<file path="src/rtl/pmc_pkg.sv">
package pmc_pkg;

    // ----------------------------------------------------------------
    // register offsets
    // ----------------------------------------------------------------
    localparam logic [4:0] PMC_OFS_MODE_CTRL = 5'h00;
    localparam logic [4:0] PMC_OFS_PAIR_SKEW = 5'h1d;
    localparam logic [4:0] PMC_OFS_RSVD_30 = 5'h1e;
    localparam logic [4:0] PMC_OFS_RSVD_31 = 5'h1f;

    // ----------------------------------------------------------------
    // mode control bit positions
    // ----------------------------------------------------------------
    localparam int PMC_B_SW_RESET = 15;
    localparam int PMC_B_LOOPBACK = 14;
    localparam int PMC_B_SPEED_LSB = 13;
    localparam int PMC_B_ANEG_EN = 12;
    localparam int PMC_B_PWR_DOWN = 11;
    localparam int PMC_B_ISOLATE = 10;
    localparam int PMC_B_ANEG_RESTART = 9;
    localparam int PMC_B_DUPLEX = 8;
    localparam int PMC_B_COL_TEST = 7;
    localparam int PMC_B_SPEED_MSB = 6;

    // skew fields: 3 bits per pair, one reserved bit above, pair a on top
    localparam int PMC_SKEW_W = 3;
    localparam int PMC_SKEW_STRIDE = 4;
    localparam int PMC_PAIRS = 4;

    typedef enum logic [1:0] {
        PMC_SPD_10 = 2'h0,
        PMC_SPD_100 = 2'h1,
        PMC_SPD_1000 = 2'h2,
        PMC_SPD_RSVD = 2'h3
    } pmc_speed_t;

    typedef struct packed {
        logic loopback;
        pmc_speed_t speed;
        logic aneg_en;
        logic power_down;
        logic isolate;
        logic duplex;
        logic col_test;
    } pmc_ctrl_t;

    localparam pmc_ctrl_t PMC_CTRL_RESET = '{
        loopback: 1'b0,
        speed: PMC_SPD_1000,
        aneg_en: 1'b1,
        power_down: 1'b0,
        isolate: 1'b0,
        duplex: 1'b0,
        col_test: 1'b0
    };

    // bits of the mode control word that may be reset-sticky
    localparam logic [15:0] PMC_STICKY_MASK_DEF = 16'h0000;

    typedef struct packed {
        logic en;
        logic er;
        logic [7:0] data;
    } pmc_mac_tx_t;

    typedef struct packed {
        logic dv;
        logic er;
        logic [7:0] data;
    } pmc_mac_rx_t;

    // ----------------------------------------------------------------
    // timing
    // ----------------------------------------------------------------
    localparam int PMC_CLK_MHZ = 200;
    localparam int PMC_BIT_NS_FAST = 1;
    localparam int PMC_COL_RISE_BITS = 512;
    localparam int PMC_COL_FALL_BITS = 4;
    localparam int PMC_SYNC_LAT = 3;
    localparam int PMC_COL_RISE_CYC = (PMC_COL_RISE_BITS * PMC_BIT_NS_FAST * PMC_CLK_MHZ) / 1000;
    localparam int PMC_COL_FALL_CYC_RAW = (PMC_COL_FALL_BITS * PMC_BIT_NS_FAST * PMC_CLK_MHZ) / 1000;
    localparam int PMC_COL_FALL_CYC = (PMC_COL_FALL_CYC_RAW < 1) ? 1 : PMC_COL_FALL_CYC_RAW;
    localparam int PMC_COL_RISE_WAIT = PMC_COL_RISE_CYC - PMC_SYNC_LAT;

    function automatic logic [15:0] pmc_ctrl_to_word(input pmc_ctrl_t c);
        logic [15:0] w;
        w = 16'h0000;
        w[PMC_B_LOOPBACK] = c.loopback;
        w[PMC_B_SPEED_MSB] = c.speed[1];
        w[PMC_B_SPEED_LSB] = c.speed[0];
        w[PMC_B_ANEG_EN] = c.aneg_en;
        w[PMC_B_PWR_DOWN] = c.power_down;
        w[PMC_B_ISOLATE] = c.isolate;
        w[PMC_B_DUPLEX] = c.duplex;
        w[PMC_B_COL_TEST] = c.col_test;
        return w;
    endfunction : pmc_ctrl_to_word

    function automatic pmc_ctrl_t pmc_word_to_ctrl(input logic [15:0] w);
        pmc_ctrl_t c;
        c.loopback = w[PMC_B_LOOPBACK];
        c.speed = pmc_speed_t'({w[PMC_B_SPEED_MSB], w[PMC_B_SPEED_LSB]});
        c.aneg_en = w[PMC_B_ANEG_EN];
        c.power_down = w[PMC_B_PWR_DOWN];
        c.isolate = w[PMC_B_ISOLATE];
        c.duplex = w[PMC_B_DUPLEX];
        c.col_test = w[PMC_B_COL_TEST];
        return c;
    endfunction : pmc_word_to_ctrl

endpackage : pmc_pkg

</file>
<file path="src/rtl/pmc_col_test.sv">
`timescale 1ns/1ps
module pmc_col_test #(
    parameter int RISE_WAIT = pmc_pkg::PMC_COL_RISE_WAIT
) (
    input wire logic clk_sys, // system clock
    input wire logic reset_n, // async reset, active low
    input wire logic enable, // collision test mode on
    input wire logic tx_en, // synchronised transmit enable
    output logic col // test collision indication
);
    import pmc_pkg::*;

    localparam int CW = $clog2(RISE_WAIT + 1);
    localparam logic [CW-1:0] WAIT_LAST = CW'(RISE_WAIT - 1);

    typedef enum logic [2:0] {
        PMC_CT_IDLE = 3'b001,
        PMC_CT_WAIT = 3'b010,
        PMC_CT_ACTIVE = 3'b100
    } pmc_ct_state_t;

    typedef struct packed {
        pmc_ct_state_t st;
        logic [CW-1:0] cnt;
        logic col;
    } pmc_ct_t;

    pmc_ct_t s;
    pmc_ct_t next_s;

    always_comb begin
        next_s = s;
        case (s.st)
            PMC_CT_IDLE: begin
                next_s.cnt = '0;
                if (enable && tx_en) begin
                    next_s.st = PMC_CT_WAIT;
                end
            end
            PMC_CT_WAIT: begin
                next_s.cnt = s.cnt + CW'(1);
                if (!enable || !tx_en) begin
                    next_s.st = PMC_CT_IDLE;
                end else if (s.cnt >= WAIT_LAST) begin
                    next_s.st = PMC_CT_ACTIVE;
                end
            end
            PMC_CT_ACTIVE: begin
                if (!enable || !tx_en) begin
                    next_s.st = PMC_CT_IDLE;
                end
            end
            default: begin
                next_s.st = PMC_CT_IDLE;
            end
        endcase
        next_s.col = (next_s.st == PMC_CT_ACTIVE);
    end

    always_ff @(posedge clk_sys or negedge reset_n) begin
        if (!reset_n) begin
            s <= '{st: PMC_CT_IDLE, cnt: '0, col: 1'b0};
        end else begin
            s <= next_s;
        end
    end

    assign col = s.col;

endmodule : pmc_col_test

</file>
<file path="src/rtl/pmc_mode_ctrl.sv">
`timescale 1ns/1ps
// Functional notes
// - writing one to bit 15 starts software reset; bit self-clears, reads zero.
// - after software reset the block is ready for the next access at once.
// - software reset restores defaults, sticky bits kept while sticky enable is set.
// - software reset leaves analog references and PLL powered; hardware reset does not.
// - loopback returns MAC transmit data as receive data, nothing to the line.
// - in loopback the speed comes from the forced speed bits.
// - forced speed is bit 6 msb, bit 13 lsb; 10 selects 1000, reset 10.
// - forced speed applies only while negotiation enable is zero or loopback is set.
// - 1000 Mbps normally reached only by negotiation unless strap pins are used.
// - bit 12 enables negotiation, resets to one.
// - isolate alone keeps transmit path to line while link is up.
// - power-down plus isolate blocks MAC transmit inputs and drops the link.
// - isolate resets to zero, one isolates from the MAC interface.
// - bit 9 restarts negotiation when bit 12 is written one with it, and self-clears.
// - bit 7 enables collision test mode, resets to zero.
// - collision test raises col within 512 bit times, lowers within 4; here col falls 3 clocks (15 ns) after transmit enable falls.
// - duplex defaults half, follows bit 8, writes ignored while negotiating.
// - power-down keeps register values; on exit negotiation restarts if enabled.
// - isolate floats MAC outputs, everything else keeps running.
module pmc_mode_ctrl #(
    parameter logic [15:0] STICKY_MASK = pmc_pkg::PMC_STICKY_MASK_DEF,
    parameter int COL_RISE_WAIT = pmc_pkg::PMC_COL_RISE_WAIT
) (
    input wire logic clk_sys, // system clock 200 MHz
    input wire logic reset_n, // hardware reset, async, active low
    input wire logic [4:0] reg_addr, // management register address
    input wire logic [15:0] reg_wdata, // management write data
    input wire logic reg_wr, // management write strobe
    input wire logic reg_rd, // management read strobe
    output logic [15:0] reg_rdata, // read data, valid cycle after strobe
    input wire logic sticky_en, // reset-sticky enable control
    input wire logic mode_pins_used, // speed/duplex/negotiation straps in use
    input wire pmc_pkg::pmc_mac_tx_t mac_tx, // transmit from MAC
    output pmc_pkg::pmc_mac_rx_t mac_rx, // receive to MAC
    output logic mac_rx_oe, // drive enable for MAC receive outputs
    output logic mac_col, // collision to MAC
    output logic mac_col_oe, // drive enable for collision output
    output pmc_pkg::pmc_mac_tx_t line_tx, // transmit toward the line
    input wire pmc_pkg::pmc_mac_rx_t line_rx, // receive from the line
    input wire logic link_up, // link state from the link logic
    input wire pmc_pkg::pmc_speed_t aneg_speed, // negotiated speed
    input wire logic aneg_duplex, // negotiated duplex
    input wire logic [11:0] pair_skew_meas, // measured skew, pair a in top bits
    output pmc_pkg::pmc_speed_t op_speed, // operating speed
    output logic op_duplex, // operating duplex, 1 = full
    output logic aneg_active, // negotiation in use
    output logic aneg_restart, // restart negotiation pulse
    output logic soft_reset, // software reset pulse
    output logic analog_ref_on, // analog references and pll powered
    output logic link_enable, // link allowed up
    output logic power_down // power-down state
);
    import pmc_pkg::*;

    // ----------------------------------------------------------------
    // state
    // ----------------------------------------------------------------
    typedef struct packed {
        pmc_ctrl_t ctrl;
        logic [15:0] rdata;
        pmc_mac_tx_t tx_s1;
        pmc_mac_tx_t tx_s2;
        pmc_mac_rx_t rx_s1;
        pmc_mac_rx_t rx_s2;
        logic [11:0] skew_s1;
        logic [11:0] skew_s2;
        pmc_mac_rx_t mac_rx;
        pmc_mac_tx_t line_tx;
        pmc_speed_t op_speed;
        logic op_duplex;
        logic aneg_active;
        logic restart;
        logic sw_reset;
        logic pd_prev;
        logic ref_on;
    } pmc_state_t;

    pmc_state_t s;
    pmc_state_t next_s;
    logic col_test_out;

    // ----------------------------------------------------------------
    // helpers
    // ----------------------------------------------------------------
    function automatic logic addr_is(input logic [4:0] a, input logic [4:0] ofs);
        return a == ofs;
    endfunction : addr_is

    function automatic logic [15:0] skew_word(input logic [11:0] m);
        logic [15:0] w;
        w = 16'h0000;
        for (int p = 0; p < PMC_PAIRS; p++) begin
            w[p*PMC_SKEW_STRIDE +: PMC_SKEW_W] = m[p*PMC_SKEW_W +: PMC_SKEW_W];
        end
        return w;
    endfunction : skew_word

    // ----------------------------------------------------------------
    // collision test
    // ----------------------------------------------------------------
    pmc_col_test #(
        .RISE_WAIT(COL_RISE_WAIT)
    ) u_col_test (
        .clk_sys(clk_sys),
        .reset_n(reset_n),
        .enable(s.ctrl.col_test),
        .tx_en(s.tx_s2.en),
        .col(col_test_out)
    );

    // ----------------------------------------------------------------
    // next state
    // ----------------------------------------------------------------
    always_comb begin
        pmc_ctrl_t wr_ctrl;
        pmc_ctrl_t rst_ctrl;
        logic [15:0] keep;
        logic ctrl_wr;
        logic use_forced;
        logic tx_blocked;
        wr_ctrl = pmc_word_to_ctrl(reg_wdata);
        rst_ctrl = PMC_CTRL_RESET;
        keep = 16'h0000;
        ctrl_wr = reg_wr && addr_is(reg_addr, PMC_OFS_MODE_CTRL);
        use_forced = 1'b0;
        tx_blocked = 1'b0;
        next_s = s;

        // input synchronisers
        next_s.tx_s1 = mac_tx;
        next_s.tx_s2 = s.tx_s1;
        next_s.rx_s1 = line_rx;
        next_s.rx_s2 = s.rx_s1;
        next_s.skew_s1 = pair_skew_meas;
        next_s.skew_s2 = s.skew_s1;

        // references stay on from hardware reset release
        next_s.ref_on = 1'b1;

        // register writes
        next_s.sw_reset = 1'b0;
        next_s.restart = 1'b0;
        if (ctrl_wr && reg_wdata[PMC_B_SW_RESET]) begin
            keep = sticky_en ? STICKY_MASK : 16'h0000;
            rst_ctrl = pmc_word_to_ctrl((pmc_ctrl_to_word(s.ctrl) & keep) |
                                        (pmc_ctrl_to_word(PMC_CTRL_RESET) & ~keep));
            next_s.ctrl = rst_ctrl;
            next_s.sw_reset = 1'b1;
        end else if (ctrl_wr) begin
            next_s.ctrl.loopback = wr_ctrl.loopback;
            next_s.ctrl.speed = wr_ctrl.speed;
            next_s.ctrl.aneg_en = wr_ctrl.aneg_en;
            next_s.ctrl.power_down = wr_ctrl.power_down;
            next_s.ctrl.isolate = wr_ctrl.isolate;
            next_s.ctrl.col_test = wr_ctrl.col_test;
            if (!s.ctrl.aneg_en) begin
                next_s.ctrl.duplex = wr_ctrl.duplex;
            end
            next_s.restart = reg_wdata[PMC_B_ANEG_RESTART] && wr_ctrl.aneg_en;
        end

        // leaving power-down restarts negotiation when bit 12 is set
        next_s.pd_prev = next_s.ctrl.power_down;
        if (s.pd_prev && !next_s.ctrl.power_down && next_s.ctrl.aneg_en) begin
            next_s.restart = 1'b1;
        end

        // register reads; self-clearing bits and reserved bits read zero
        if (reg_rd) begin
            if (addr_is(reg_addr, PMC_OFS_MODE_CTRL)) begin
                next_s.rdata = pmc_ctrl_to_word(s.ctrl);
            end else if (addr_is(reg_addr, PMC_OFS_PAIR_SKEW)) begin
                next_s.rdata = skew_word(s.skew_s2);
            end else begin
                next_s.rdata = 16'h0000;
            end
        end

        // speed and duplex selection
        if (s.ctrl.loopback) begin
            use_forced = 1'b1;
        end else if (!s.ctrl.aneg_en) begin
            use_forced = (s.ctrl.speed != PMC_SPD_1000) || mode_pins_used;
        end
        next_s.aneg_active = !use_forced;
        next_s.op_speed = use_forced ? s.ctrl.speed : aneg_speed;
        next_s.op_duplex = s.ctrl.aneg_en ? aneg_duplex : s.ctrl.duplex;

        // data paths
        tx_blocked = s.ctrl.power_down && s.ctrl.isolate;
        if (s.ctrl.loopback) begin
            next_s.mac_rx = '{dv: s.tx_s2.en, er: s.tx_s2.er, data: s.tx_s2.data};
            next_s.line_tx = '0;
        end else begin
            next_s.mac_rx = s.rx_s2;
            if (!tx_blocked && !s.ctrl.power_down && link_up) begin
                next_s.line_tx = s.tx_s2;
            end else begin
                next_s.line_tx = '0;
            end
        end
    end

    // ----------------------------------------------------------------
    // registers
    // ----------------------------------------------------------------
    always_ff @(posedge clk_sys or negedge reset_n) begin
        if (!reset_n) begin
            s <= '{
                ctrl: PMC_CTRL_RESET,
                rdata: 16'h0000,
                tx_s1: '0,
                tx_s2: '0,
                rx_s1: '0,
                rx_s2: '0,
                skew_s1: 12'h000,
                skew_s2: 12'h000,
                mac_rx: '0,
                line_tx: '0,
                op_speed: PMC_SPD_1000,
                op_duplex: 1'b0,
                aneg_active: 1'b1,
                restart: 1'b0,
                sw_reset: 1'b0,
                pd_prev: 1'b0,
                ref_on: 1'b0
            };
        end else begin
            s <= next_s;
        end
    end

    // ----------------------------------------------------------------
    // outputs
    // ----------------------------------------------------------------
    assign reg_rdata = s.rdata;
    assign mac_rx = s.mac_rx;
    assign mac_rx_oe = !s.ctrl.isolate;
    assign mac_col = col_test_out;
    assign mac_col_oe = !s.ctrl.isolate;
    assign line_tx = s.line_tx;
    assign op_speed = s.op_speed;
    assign op_duplex = s.op_duplex;
    assign aneg_active = s.aneg_active;
    assign aneg_restart = s.restart;
    assign soft_reset = s.sw_reset;
    assign analog_ref_on = s.ref_on;
    assign link_enable = !s.ctrl.power_down;
    assign power_down = s.ctrl.power_down;

endmodule : pmc_mode_ctrl

</file>
<file path="config.mk">
export PLATFORM = sky130hd
export DESIGN_NAME = pmc_mode_ctrl
export DESIGN_NICKNAME = d
export VERILOG_FILES = /design/src/rtl/pmc_pkg.sv /design/src/rtl/pmc_col_test.sv /design/src/rtl/pmc_mode_ctrl.sv
export SDC_FILE = /design/constraint.sdc
export NUM_CORES = 1
export LEC_CHECK = 0
export BUFFER_PORTS_ARGS = -buffer_cell sky130_fd_sc_hd__buf_2
export CAP_MARGIN = 0
export CORE_ASPECT_RATIO = 1.25
export CORE_MARGIN = 2
export CORE_UTILIZATION = 35
export DETAILED_ROUTE_END_ITERATION = 6
export PLACE_DENSITY = 0.63
export SETUP_SLACK_MARGIN = 0.4
export SYNTH_ARGS = -nofsm -noshare
export SYNTH_HDL_FRONTEND = slang
export SYNTH_SLANG_ARGS = --single-unit
</file>
<file path="constraint.sdc">
create_clock -name clk_sys -period 1.3 [get_ports clk_sys]
set_input_delay 0.065 -clock clk_sys [delete_from_list [all_inputs] [get_ports clk_sys]]
set_output_delay 0.065 -clock clk_sys [all_outputs]
set_load 0.005 [all_outputs]
</file>
==> impl_results.html, run 1 <==
<table>
<tr><th>Metric</th><th>Value</th></tr>
<tr><th colspan="2">Floorplanning</th></tr>
<tr><td>Initial Utilization</td><td>0.355</td></tr>
<tr><td>Floorplan die area</td><td>between 10000 and 15000 sq um</td></tr>
<tr><td>Core region area</td><td>around 13000 sq um</td></tr>
<tr><td>Placement row count</td><td>46</td></tr>
<tr><td>Horizontal die dimension</td><td>around 110 um</td></tr>
<tr><td>Height of the die</td><td>130 um</td></tr>
<tr><td>IO Count</td><td>111</td></tr>
<tr><th colspan="2">Hold path</th></tr>
<tr><td>Worst Hold Class</td><td>in -&gt; reg</td></tr>
<tr><th colspan="2">CTS</th></tr>
<tr><td>Total number of clock tree sinks</td><td>roughly 120</td></tr>
<tr><td>Worst-Skew Late Latency</td><td>0.40 ns</td></tr>
<tr><td>Clock tree from TritonCTS</td><td>yes</td></tr>
<tr><td>CTS root buffer</td><td>sky130_fd_sc_hd__clkbuf_16</td></tr>
<tr><td>Clk pin slew, worst setup/hold paths</td><td>0.05 ns</td></tr>
<tr><td>Clock buffers created by TritonCTS</td><td>17</td></tr>
<tr><td>Max clock buf depth</td><td>2</td></tr>
<tr><td>Total number of H-tree levels</td><td>4</td></tr>
<tr><th colspan="2">Setup path</th></tr>
<tr><td>Kind of end point of the critical path</td><td>flop</td></tr>
<tr><td>Worst setup SP type</td><td>flop</td></tr>
<tr><td>Slowest stage cell on the critical path</td><td>sky130_fd_sc_hd__or4_1</td></tr>
<tr><td>CP Max Fanout</td><td>2</td></tr>
<tr><td>Critical path class</td><td>reg -&gt; reg</td></tr>
<tr><td>Required time reported for the critical path endpoint</td><td>1.64 ns</td></tr>
<tr><td>Crit-path cells</td><td>or2_4 &gt; or4_1 &gt; nand3_1</td></tr>
<tr><td>Endpoint arrival time on the critical path</td><td>between 1.5 and 2 ns</td></tr>
<tr><td>Stage delay of the slowest cell on the critical path</td><td>~0.50 ns</td></tr>
<tr><th colspan="2">Logic synthesis</th></tr>
<tr><td>Count of unique library cells instantiated by Yosys</td><td>50</td></tr>
<tr><td>Leading cell type by number of instances after synthesis</td><td>sky130_fd_sc_hd__dfrtp_1</td></tr>
<tr><td>Syn_area_per_cell</td><td>about 14 sq um</td></tr>
<tr><td>Part of the Yosys area used for sequential elements</td><td>0.696</td></tr>
<tr><td>Yosys Warn Count</td><td>0</td></tr>
<tr><td>Synth area leaders</td><td>sky130_fd_sc_hd__dfrtp_1 67%, sky130_fd_sc_hd__buf_4 6.6%, sky130_fd_sc_hd__mux2_2 3.3%</td></tr>
<tr><td>Multiplexer share of the synthesized area</td><td>0.0518</td></tr>
<tr><td>Top cell type's share of synthesized area</td><td>0.666</td></tr>
<tr><td>Xor/xnor share of the synthesized area</td><td>0.00392</td></tr>
<tr><td>Area share of and/or/nand/nor cells after synthesis</td><td>0.0893</td></tr>
<tr><td>Most area-hungry cell type in the Yosys netlist</td><td>sky130_fd_sc_hd__dfrtp_1</td></tr>
<tr><td>Number of instances in the synthesized netlist</td><td>313</td></tr>
<tr><td>Cell types with the highest counts after synthesis</td><td>119 x sky130_fd_sc_hd__dfrtp_1, 39 x sky130_fd_sc_hd__buf_4, 13 x sky130_fd_sc_hd__mux2_2, 10 x sky130_fd_sc_hd__and2_1, 10 x sky130_fd_sc_hd__nand2_1</td></tr>
<tr><td>Post-Syn Area</td><td>~4500 sq um</td></tr>
<tr><td>Synth async-reset ratio</td><td>1.00</td></tr>
<tr><td>Fraction of the mapped netlist area in adder cells</td><td>0.00560</td></tr>
<tr><td>Post-synthesis register bit count</td><td>between 100 and 150</td></tr>
<tr><td>Most used DFF post-synth</td><td>sky130_fd_sc_hd__dfrtp_1</td></tr>
<tr><td>Combinational family with the most area after synthesis</td><td>simple AND/OR/NAND/NOR gates</td></tr>
<tr><td>Synthesized-area fraction occupied by ao, oa, aoi and oai cells</td><td>0.0714</td></tr>
<tr><td>Number of flops mapped to enable cells by yosys</td><td>0</td></tr>
<tr><th colspan="2">Placement</th></tr>
<tr><td>Estimated wirelength of the detail-placed design</td><td>about 6.1 mm</td></tr>
<tr><td>Final RePlAce weighted congestion</td><td>between 0.7 and 0.8</td></tr>
<tr><td>IO buf count</td><td>just over 100</td></tr>
<tr><th colspan="2">Cells and area</th></tr>
<tr><td>Number of nets in the layout</td><td>~550</td></tr>
<tr><td>Final cell utilization of the core</td><td>0.531</td></tr>
<tr><td>Fraction of final layout cells sized beyond drive strength 1</td><td>0.512</td></tr>
<tr><td>Area growth from synthesis to layout</td><td>49.7%</td></tr>
<tr><td>Final-layout fill cell count</td><td>between 1000 and 1500</td></tr>
<tr><td>Ant diodes</td><td>0</td></tr>
<tr><th colspan="2">STA</th></tr>
<tr><td>Number of failing hold endpoints at the final stage</td><td>0</td></tr>
<tr><td>Final setup TNS</td><td>0 ns</td></tr>
<tr><td>Max frequency</td><td>0.774 GHz</td></tr>
<tr><td>Final Critical Period</td><td>~1.3 ns</td></tr>
<tr><td>Setup repair after global routing missed its margin</td><td>yes</td></tr>
<tr><td>Layout Skew</td><td>0.00593 ns</td></tr>
<tr><td>Number of pins with negative max-slew slack in the final report</td><td>0</td></tr>
<tr><td>Tcrit/Tclk final</td><td>0.993</td></tr>
<tr><td>Final setup fails</td><td>0</td></tr>
<tr><th colspan="2">GRT</th></tr>
<tr><td>Global-route usage over all layers</td><td>0.144</td></tr>
<tr><td>GRT Residual Overflow</td><td>0</td></tr>
<tr><td>Number of antenna violations at the first check in global routing</td><td>0</td></tr>
<tr><td>Largest net degree at the start of global routing</td><td>38</td></tr>
<tr><td>Number of global-route vias before repair</td><td>3048</td></tr>
<tr><td>Wire length of the first global-routing pass</td><td>roughly 15 mm</td></tr>
<tr><th colspan="2">Outcome</th></tr>
<tr><td>Status</td><td>completed</td></tr>
<tr><th colspan="2">Power and ir drop</th></tr>
<tr><td>Leak</td><td>roughly 3.2 nW</td></tr>
<tr><td>Power density over the cells</td><td>about 1400 nW/um^2</td></tr>
<tr><td>Worst vdd ir</td><td>around 1.4 mV</td></tr>
<tr><th colspan="2">Drt</th></tr>
<tr><td>Total via count after detailed routing</td><td>just under 3000</td></tr>
<tr><td>Via/cell ratio</td><td>between 4 and 5</td></tr>
<tr><td>Iteration-0 DRC Markers</td><td>65</td></tr>
<tr><td>Number of optimization iterations in the first detailed-route pass</td><td>4</td></tr>
<tr><td>Number of design rule violations left after detail routing</td><td>0</td></tr>
<tr><td>WL per Instance</td><td>14.6 um</td></tr>
<tr><td>Count of antenna-violating nets left after detailed routing</td><td>0</td></tr>
<tr><td>Drt total wl</td><td>approximately 9.7 mm</td></tr>
<tr><th colspan="2">Run</th></tr>
<tr><td>Number of violations of the max-capacitance limit</td><td>0</td></tr>
</table>
[cell families (layout without fill, tap and decap cells)]
group,count (synthesis),count (layout)
DFF,124,124
adders and majority gates,2,2
other,2,3
and+or+nand+nor,63,63
xor gates and xnor gates,2,2
buffers and inverters,56,236
AOI/OAI and AO/OA,44,44
muxes,20,20
[path summary, 6_finish.rpt]
check / from / slack [ns] / depth (start not counted) / endpoint
worst max-delay path: u_col_test.s[10] / 0.009 / 3 / u_col_test.s[7]
worst min-delay path: reg_addr[0] / 0.007 / 4 / s[109]
worst max register to register: u_col_test.s[10] / 0.009 / 3 / u_col_test.s[7]
worst min register to register: next_s[73] / 0.34 / 0 / s[73]
max in group asynchronous: reset_n / 0.54 / 3 / next_s[79]
min in group asynchronous: reset_n / 0.14 / 2 / next_s[55]
[per-layer routing]
layer  vias to the layer above  global-route usage  wire length (um)
met1                      1461               0.168              3970
met2                        87               0.241              5140
li1                       1381                   -                 -
met4                         0              0.0722               140
met3                        12              0.0480               402
met5                         -                   0                 0
[power by group]
group | internal, mW | switching [mW] | total, mW
Combinational | 0.696 | 0.464 | 1.16
Clock | 2.48 | 1.61 | 4.09
Sequential | 4.11 | 0.106 | 4.21
Total | 7.28 | 2.18 | 9.46
[final cells by class]
| cell class | instances | area [sq um] | share of cell area |
|---|---|---|---|
| multi-input combinational | 134 | 1300 | 0.194 |
| sequential | 124 | 3110 | 0.465 |
| clock buffer | 22 | 454 | 0.0679 |
| inverter | 10 | 42.5 | 0.00636 |
| tap | 168 | 210 | 0.0314 |
| timing repair buffer | 194 | 1510 | 0.225 |
| clock inverter | 10 | 68.8 | 0.0103 |
[worst max-delay path, delay by kind of cell (launching register included)]
family,cells,cell delay (ns)
DFF,1,0.38
and+or+nand+nor,3,0.84
[layout by cell type, fill, tap and decap left out, drive strengths merged, types with 3 or more instances in the layout]
cell type,instances
dfrtp,119
mux2i,4
dfstp,5
a221o,6
dlygate4sd3,44
clkinv,6
conb,3
mux2,16
clkbuf,23
nor4,4
nand2,10
a22o,8
nor3,5
buf,149
a21oi,6
nor2b,8
clkinvlp,3
inv,11
nand3,7
nor3b,4
and2,10
nor2,4
o21ai,11
[state kept, by name, summed over array words and instances, names as in the netlist, 2 cells and up]
register and flops:
line_tx 10, s 40, reg_rdata 14, op_speed 2, mac_rx 10, next_s 32, u_col_test.s 10
[stage by stage]
| stage | instance area (sq um) | hold slack, ns | std cells | total power [mW] | worst slack [ns] |
|---|---|---|---|---|---|
| floorplan | 4590 | -0.231 | 314 | 4.68 | 0.0442 |
| global placement | 5150 | 0.0227 | 558 | 4.97 | 0.0196 |
| detailed placement | 5150 | 0.0247 | 558 | 4.99 | 0.0152 |
| CTS | 6430 | 0.00824 | 654 | 9.43 | 0.0253 |
| global route | 6690 | 0.0110 | 662 | 9.89 | -0.0275 |
| finish | 6690 | 0.00667 | 662 | 9.46 | 0.00852 |
[what timing repair did]
action	4_1_cts	5_1_grt
pin swaps	17	19
gates resized for setup	30	54
endpoints found under the setup margin	87	96
buffers inserted	19	7
endpoints found under the hold margin	139	0
gates cloned	1	1
hold buffers	44	0
Power figures use the tool's default switching activity.
==> inputs of run 2 (changes only) <==
--- a/config.mk
+++ b/config.mk
@@ -7,10 +7,11 @@
 export LEC_CHECK = 0
 export BUFFER_PORTS_ARGS = -buffer_cell sky130_fd_sc_hd__buf_2
 export CAP_MARGIN = 0
-export CORE_ASPECT_RATIO = 1.25
+export CORE_ASPECT_RATIO = 1.1
 export CORE_MARGIN = 2
 export CORE_UTILIZATION = 35
 export DETAILED_ROUTE_END_ITERATION = 6
+export GPL_TIMING_DRIVEN = 0
 export PLACE_DENSITY = 0.63
 export SETUP_SLACK_MARGIN = 0.4
 export SYNTH_ARGS = -nofsm -noshare
==> run 2 against run 1 <==
  * The flow now finishes with violations (hold timing)
  * Sequential power is 1% higher
  * Non-clock buffer count is 26 higher
  * Maximum frequency is 1.6% higher
  * Global-route usage is 0.77 points higher
  * Setup slack better by 0.021 ns
  * Wire length is 3.1% higher
  * Clock skew is 0.0017 ns higher
  * Sequential cell count stayed put
  * Largest power group is now clock
==> impl_results.html, run 2 (synthesis gave the netlist of run 1 again) <==
<table>
<tr><th>Metric</th><th>Value</th></tr>
<tr><th colspan="2">Power and ir drop</th></tr>
<tr><td>Cell-internal power</td><td>approximately 8.0 mW</td></tr>
<tr><td>Switching Power</td><td>~2.3 mW</td></tr>
<tr><td>Leak</td><td>3.45 nW</td></tr>
<tr><td>Proportion of total power due to net switching</td><td>0.220</td></tr>
<tr><td>Combinational power share</td><td>0.138</td></tr>
<tr><td>Sequential cell fraction of total power</td><td>0.414</td></tr>
<tr><td>Power density over the cells</td><td>~1400 nW/um^2</td></tr>
<tr><td>Clock network fraction of total power</td><td>0.448</td></tr>
<tr><td>Worst vdd ir</td><td>between 0.9 and 1 mV</td></tr>
<tr><th colspan="2">GRT</th></tr>
<tr><td>M1 GR Usage</td><td>0.192</td></tr>
<tr><td>Fraction of met2 tracks used by global routing</td><td>0.232</td></tr>
<tr><td>Routing usage on met3</td><td>0.0588</td></tr>
<tr><td>Number of antenna violations at the first check in global routing</td><td>0</td></tr>
<tr><td>Busiest layer in global routing</td><td>met2</td></tr>
<tr><td>Wire length of the first global-routing pass</td><td>15.6 mm</td></tr>
<tr><td>Number of global-route vias before repair</td><td>3140</td></tr>
<tr><td>GRT Residual Overflow</td><td>0</td></tr>
<tr><td>Global-route usage over all layers</td><td>0.152</td></tr>
<tr><td>Largest net degree at the start of global routing</td><td>65</td></tr>
<tr><th colspan="2">Placement</th></tr>
<tr><td>Estimated wirelength of the detail-placed design</td><td>between 6 and 7 mm</td></tr>
<tr><td>Placed inst area</td><td>roughly 5300 sq um</td></tr>
<tr><td>Final RePlAce weighted congestion</td><td>between 0.7 and 0.8</td></tr>
<tr><td>Count of placed standard cells including taps</td><td>approximately 570</td></tr>
<tr><td>IO buf count</td><td>slightly above 100</td></tr>
<tr><th colspan="2">Cells and area</th></tr>
<tr><td>Commonest non-fill, non-tap cell in the layout</td><td>sky130_fd_sc_hd__dfrtp_1</td></tr>
<tr><td>Register bank with the most flops</td><td>s</td></tr>
<tr><td>Post-route non-filler standard cell count</td><td>a little under 700</td></tr>
<tr><td>Fraction of final layout cells sized beyond drive strength 1</td><td>0.544</td></tr>
<tr><td>Area growth from synthesis to layout</td><td>63.7%</td></tr>
<tr><td>Highest-count cells in the layout ignoring fill and taps</td><td>112 x sky130_fd_sc_hd__dfrtp_1, 93 x sky130_fd_sc_hd__buf_6, 59 x sky130_fd_sc_hd__buf_2, 44 x sky130_fd_sc_hd__dlygate4sd3_1, 17 x sky130_fd_sc_hd__clkbuf_16</td></tr>
<tr><td>Ant diodes</td><td>0</td></tr>
<tr><td>Number of flip-flops under the largest register name</td><td>40</td></tr>
<tr><td>Number of nets in the layout</td><td>approximately 570</td></tr>
<tr><td>Final design instance area without fill</td><td>approximately 7300 sq um</td></tr>
<tr><th colspan="2">CTS</th></tr>
<tr><td>CTS root buffer</td><td>sky130_fd_sc_hd__clkbuf_16</td></tr>
<tr><td>Total number of H-tree levels</td><td>4</td></tr>
<tr><td>Worst-Skew Late Latency</td><td>0.41 ns</td></tr>
<tr><td>Clock buffers created by TritonCTS</td><td>17</td></tr>
<tr><td>Clk pin slew, worst setup/hold paths</td><td>around 0.05 ns</td></tr>
<tr><td>Max clock buf depth</td><td>2</td></tr>
<tr><td>Clock tree from TritonCTS</td><td>yes</td></tr>
<tr><td>Hold buffer count at CTS</td><td>44</td></tr>
<tr><td>Total number of clock tree sinks</td><td>124</td></tr>
<tr><th colspan="2">STA</th></tr>
<tr><td>Tcrit/Tclk final</td><td>0.977</td></tr>
<tr><td>Final setup fails</td><td>0</td></tr>
<tr><td>Transition time at the pin with the least slew margin</td><td>roughly 0.56 ns</td></tr>
<tr><td>Max frequency</td><td>~0.79 GHz</td></tr>
<tr><td>Slew headroom</td><td>0.629</td></tr>
<tr><td>Final Critical Period</td><td>between 1 and 1.5 ns</td></tr>
<tr><td>Number of pins with negative max-slew slack in the final report</td><td>0</td></tr>
<tr><td>Layout Skew</td><td>between 0.007 and 0.008 ns</td></tr>
<tr><td>Setup repair after global routing missed its margin</td><td>yes</td></tr>
<tr><td>Number of failing hold endpoints at the final stage</td><td>slightly above 60</td></tr>
<tr><td>Worst Hold Margin</td><td>-0.377 ns</td></tr>
<tr><th colspan="2">Setup path</th></tr>
<tr><td>Critical path class</td><td>reg -&gt; reg</td></tr>
<tr><td>Startpoint of the worst register-to-register path</td><td>s[114]</td></tr>
<tr><td>Reg2reg setup slack</td><td>approximately 0.029 ns</td></tr>
<tr><td>Required time reported for the critical path endpoint</td><td>around 1.6 ns</td></tr>
<tr><td>CP Max Fanout</td><td>3</td></tr>
<tr><td>End of the worst register-to-register path</td><td>op_speed[0]</td></tr>
<tr><td>Worst R2R Path Depth</td><td>3</td></tr>
<tr><td>Endpoint arrival time on the critical path</td><td>1.56 ns</td></tr>
<tr><td>Worst setup SP type</td><td>flop</td></tr>
<tr><td>Kind of end point of the critical path</td><td>flop</td></tr>
<tr><th colspan="2">Drt</th></tr>
<tr><td>WL per Instance</td><td>around 15 um</td></tr>
<tr><td>Number of optimization iterations in the first detailed-route pass</td><td>4</td></tr>
<tr><td>Count of antenna-violating nets left after detailed routing</td><td>0</td></tr>
<tr><td>Total via count after detailed routing</td><td>about 3100</td></tr>
<tr><td>Via/cell ratio</td><td>about 4.5</td></tr>
<tr><td>Number of design rule violations left after detail routing</td><td>0</td></tr>
<tr><td>Drt total wl</td><td>approximately 9.9 mm</td></tr>
<tr><td>Iteration-0 DRC Markers</td><td>64</td></tr>
<tr><th colspan="2">Floorplanning</th></tr>
<tr><td>Core region area</td><td>12500 sq um</td></tr>
<tr><td>Height of the die</td><td>approximately 120 um</td></tr>
<tr><td>IO Count</td><td>between 100 and 150</td></tr>
<tr><td>Floorplan die area</td><td>approximately 14000 sq um</td></tr>
<tr><td>Placement row count</td><td>between 40 and 50</td></tr>
<tr><td>Horizontal die dimension</td><td>112 um</td></tr>
<tr><td>Initial Utilization</td><td>0.357</td></tr>
<tr><th colspan="2">Outcome</th></tr>
<tr><td>Status</td><td>finished, violations left</td></tr>
<tr><td>Violated checks</td><td>hold timing</td></tr>
<tr><th colspan="2">Hold path</th></tr>
<tr><td>Worst Hold Class</td><td>in -&gt; async</td></tr>
<tr><th colspan="2">Run</th></tr>
<tr><td>Number of violations of the max-capacitance limit</td><td>0</td></tr>
</table>
## run 2: cell count changes in the layout (fill, tap and decap cells not counted), sizes merged
cell,delta
buf,+25
bufinv,+2
clkbuf,+2
clkinv,-2
inv,-1
## run 2: final cells by class
cell class              instances  area [sq um]
repair buffers                174          1550
multi-input cells             134          1300
well taps                     157           196
inverters                      10          46.3
plain buffers                  46           512
clock inverters                 9           111
clock buffers                  23           478
fillers                       921          5220
flip-flops and latches        124          3120
## run 2: metrics by stage
stage / setup WS, ns / setup TNS, ns / utilization / power (mW) / hold WS [ns]
floorplan: 0.0442 / 0 / - / 4.68 / -0.231
global placement: -1.46 / -152.81 / 0.422 / 5.05 / 0.172
detailed placement: -0.0778 / -0.0778 / 0.425 / 5.09 / 0.0755
CTS: 0.0294 / 0 / 0.570 / 10.3 / -0.363
global route: -0.0139 / -0.0321 / 0.584 / 10.7 / -0.333
finish: 0.0294 / 0 / 0.584 / 10.3 / -0.377
## run 2: worst max-delay path: stages (launching register included)
cell and delay, ns:
sky130_fd_sc_hd__dfstp_2 0.54, sky130_fd_sc_hd__nor3b_4 0.20, sky130_fd_sc_hd__o21bai_2 0.12, sky130_fd_sc_hd__mux2_4 0.30
## run 2: power groups by stage
| stage | clock network (mW) | logic (mW) | registers (mW) |
|---|---|---|---|
| floorplan | 0 | 0.426 | 4.25 |
| global placement | 0 | 0.771 | 4.28 |
| detailed placement | 0 | 0.802 | 4.29 |
| CTS | 4.71 | 1.30 | 4.24 |
| global route | 4.91 | 1.52 | 4.27 |
| finish | 4.59 | 1.41 | 4.25 |
## run 2: how the worst max path moves through the flow
stage                           startpoint                to  slack, ns
after detailed placement   u_col_test.s[2]   u_col_test.s[7]      -0.08
after CTS                 u_col_test.s[10]   u_col_test.s[7]       0.03
after global routing       u_col_test.s[2]  u_col_test.s[10]      -0.01
after global placement             reset_n            s[115]      -1.46
after floorplan           u_col_test.s[10]   u_col_test.s[7]       0.04
final                               s[114]       op_speed[0]       0.03
## run 2: timing repair
| item | in CTS | in global routing |
|---|---|---|
| pin swaps | 15 | 14 |
| cloned | 1 | 0 |
| buffers inserted | 23 | 4 |
| endpoints found under the setup margin | 88 | 93 |
| resized for setup | 116 | 43 |
| endpoints found under the hold margin | 102 | 58 |
## run 2: per-layer routing
| metal | part of all wire | up-vias |
|---|---|---|
| met4 | 0.025 | 0 |
| met2 | 0.51 | 80 |
| met5 | 0 | - |
| met3 | 0.049 | 23 |
| li1 | - | 1431 |
| met1 | 0.42 | 1538 |
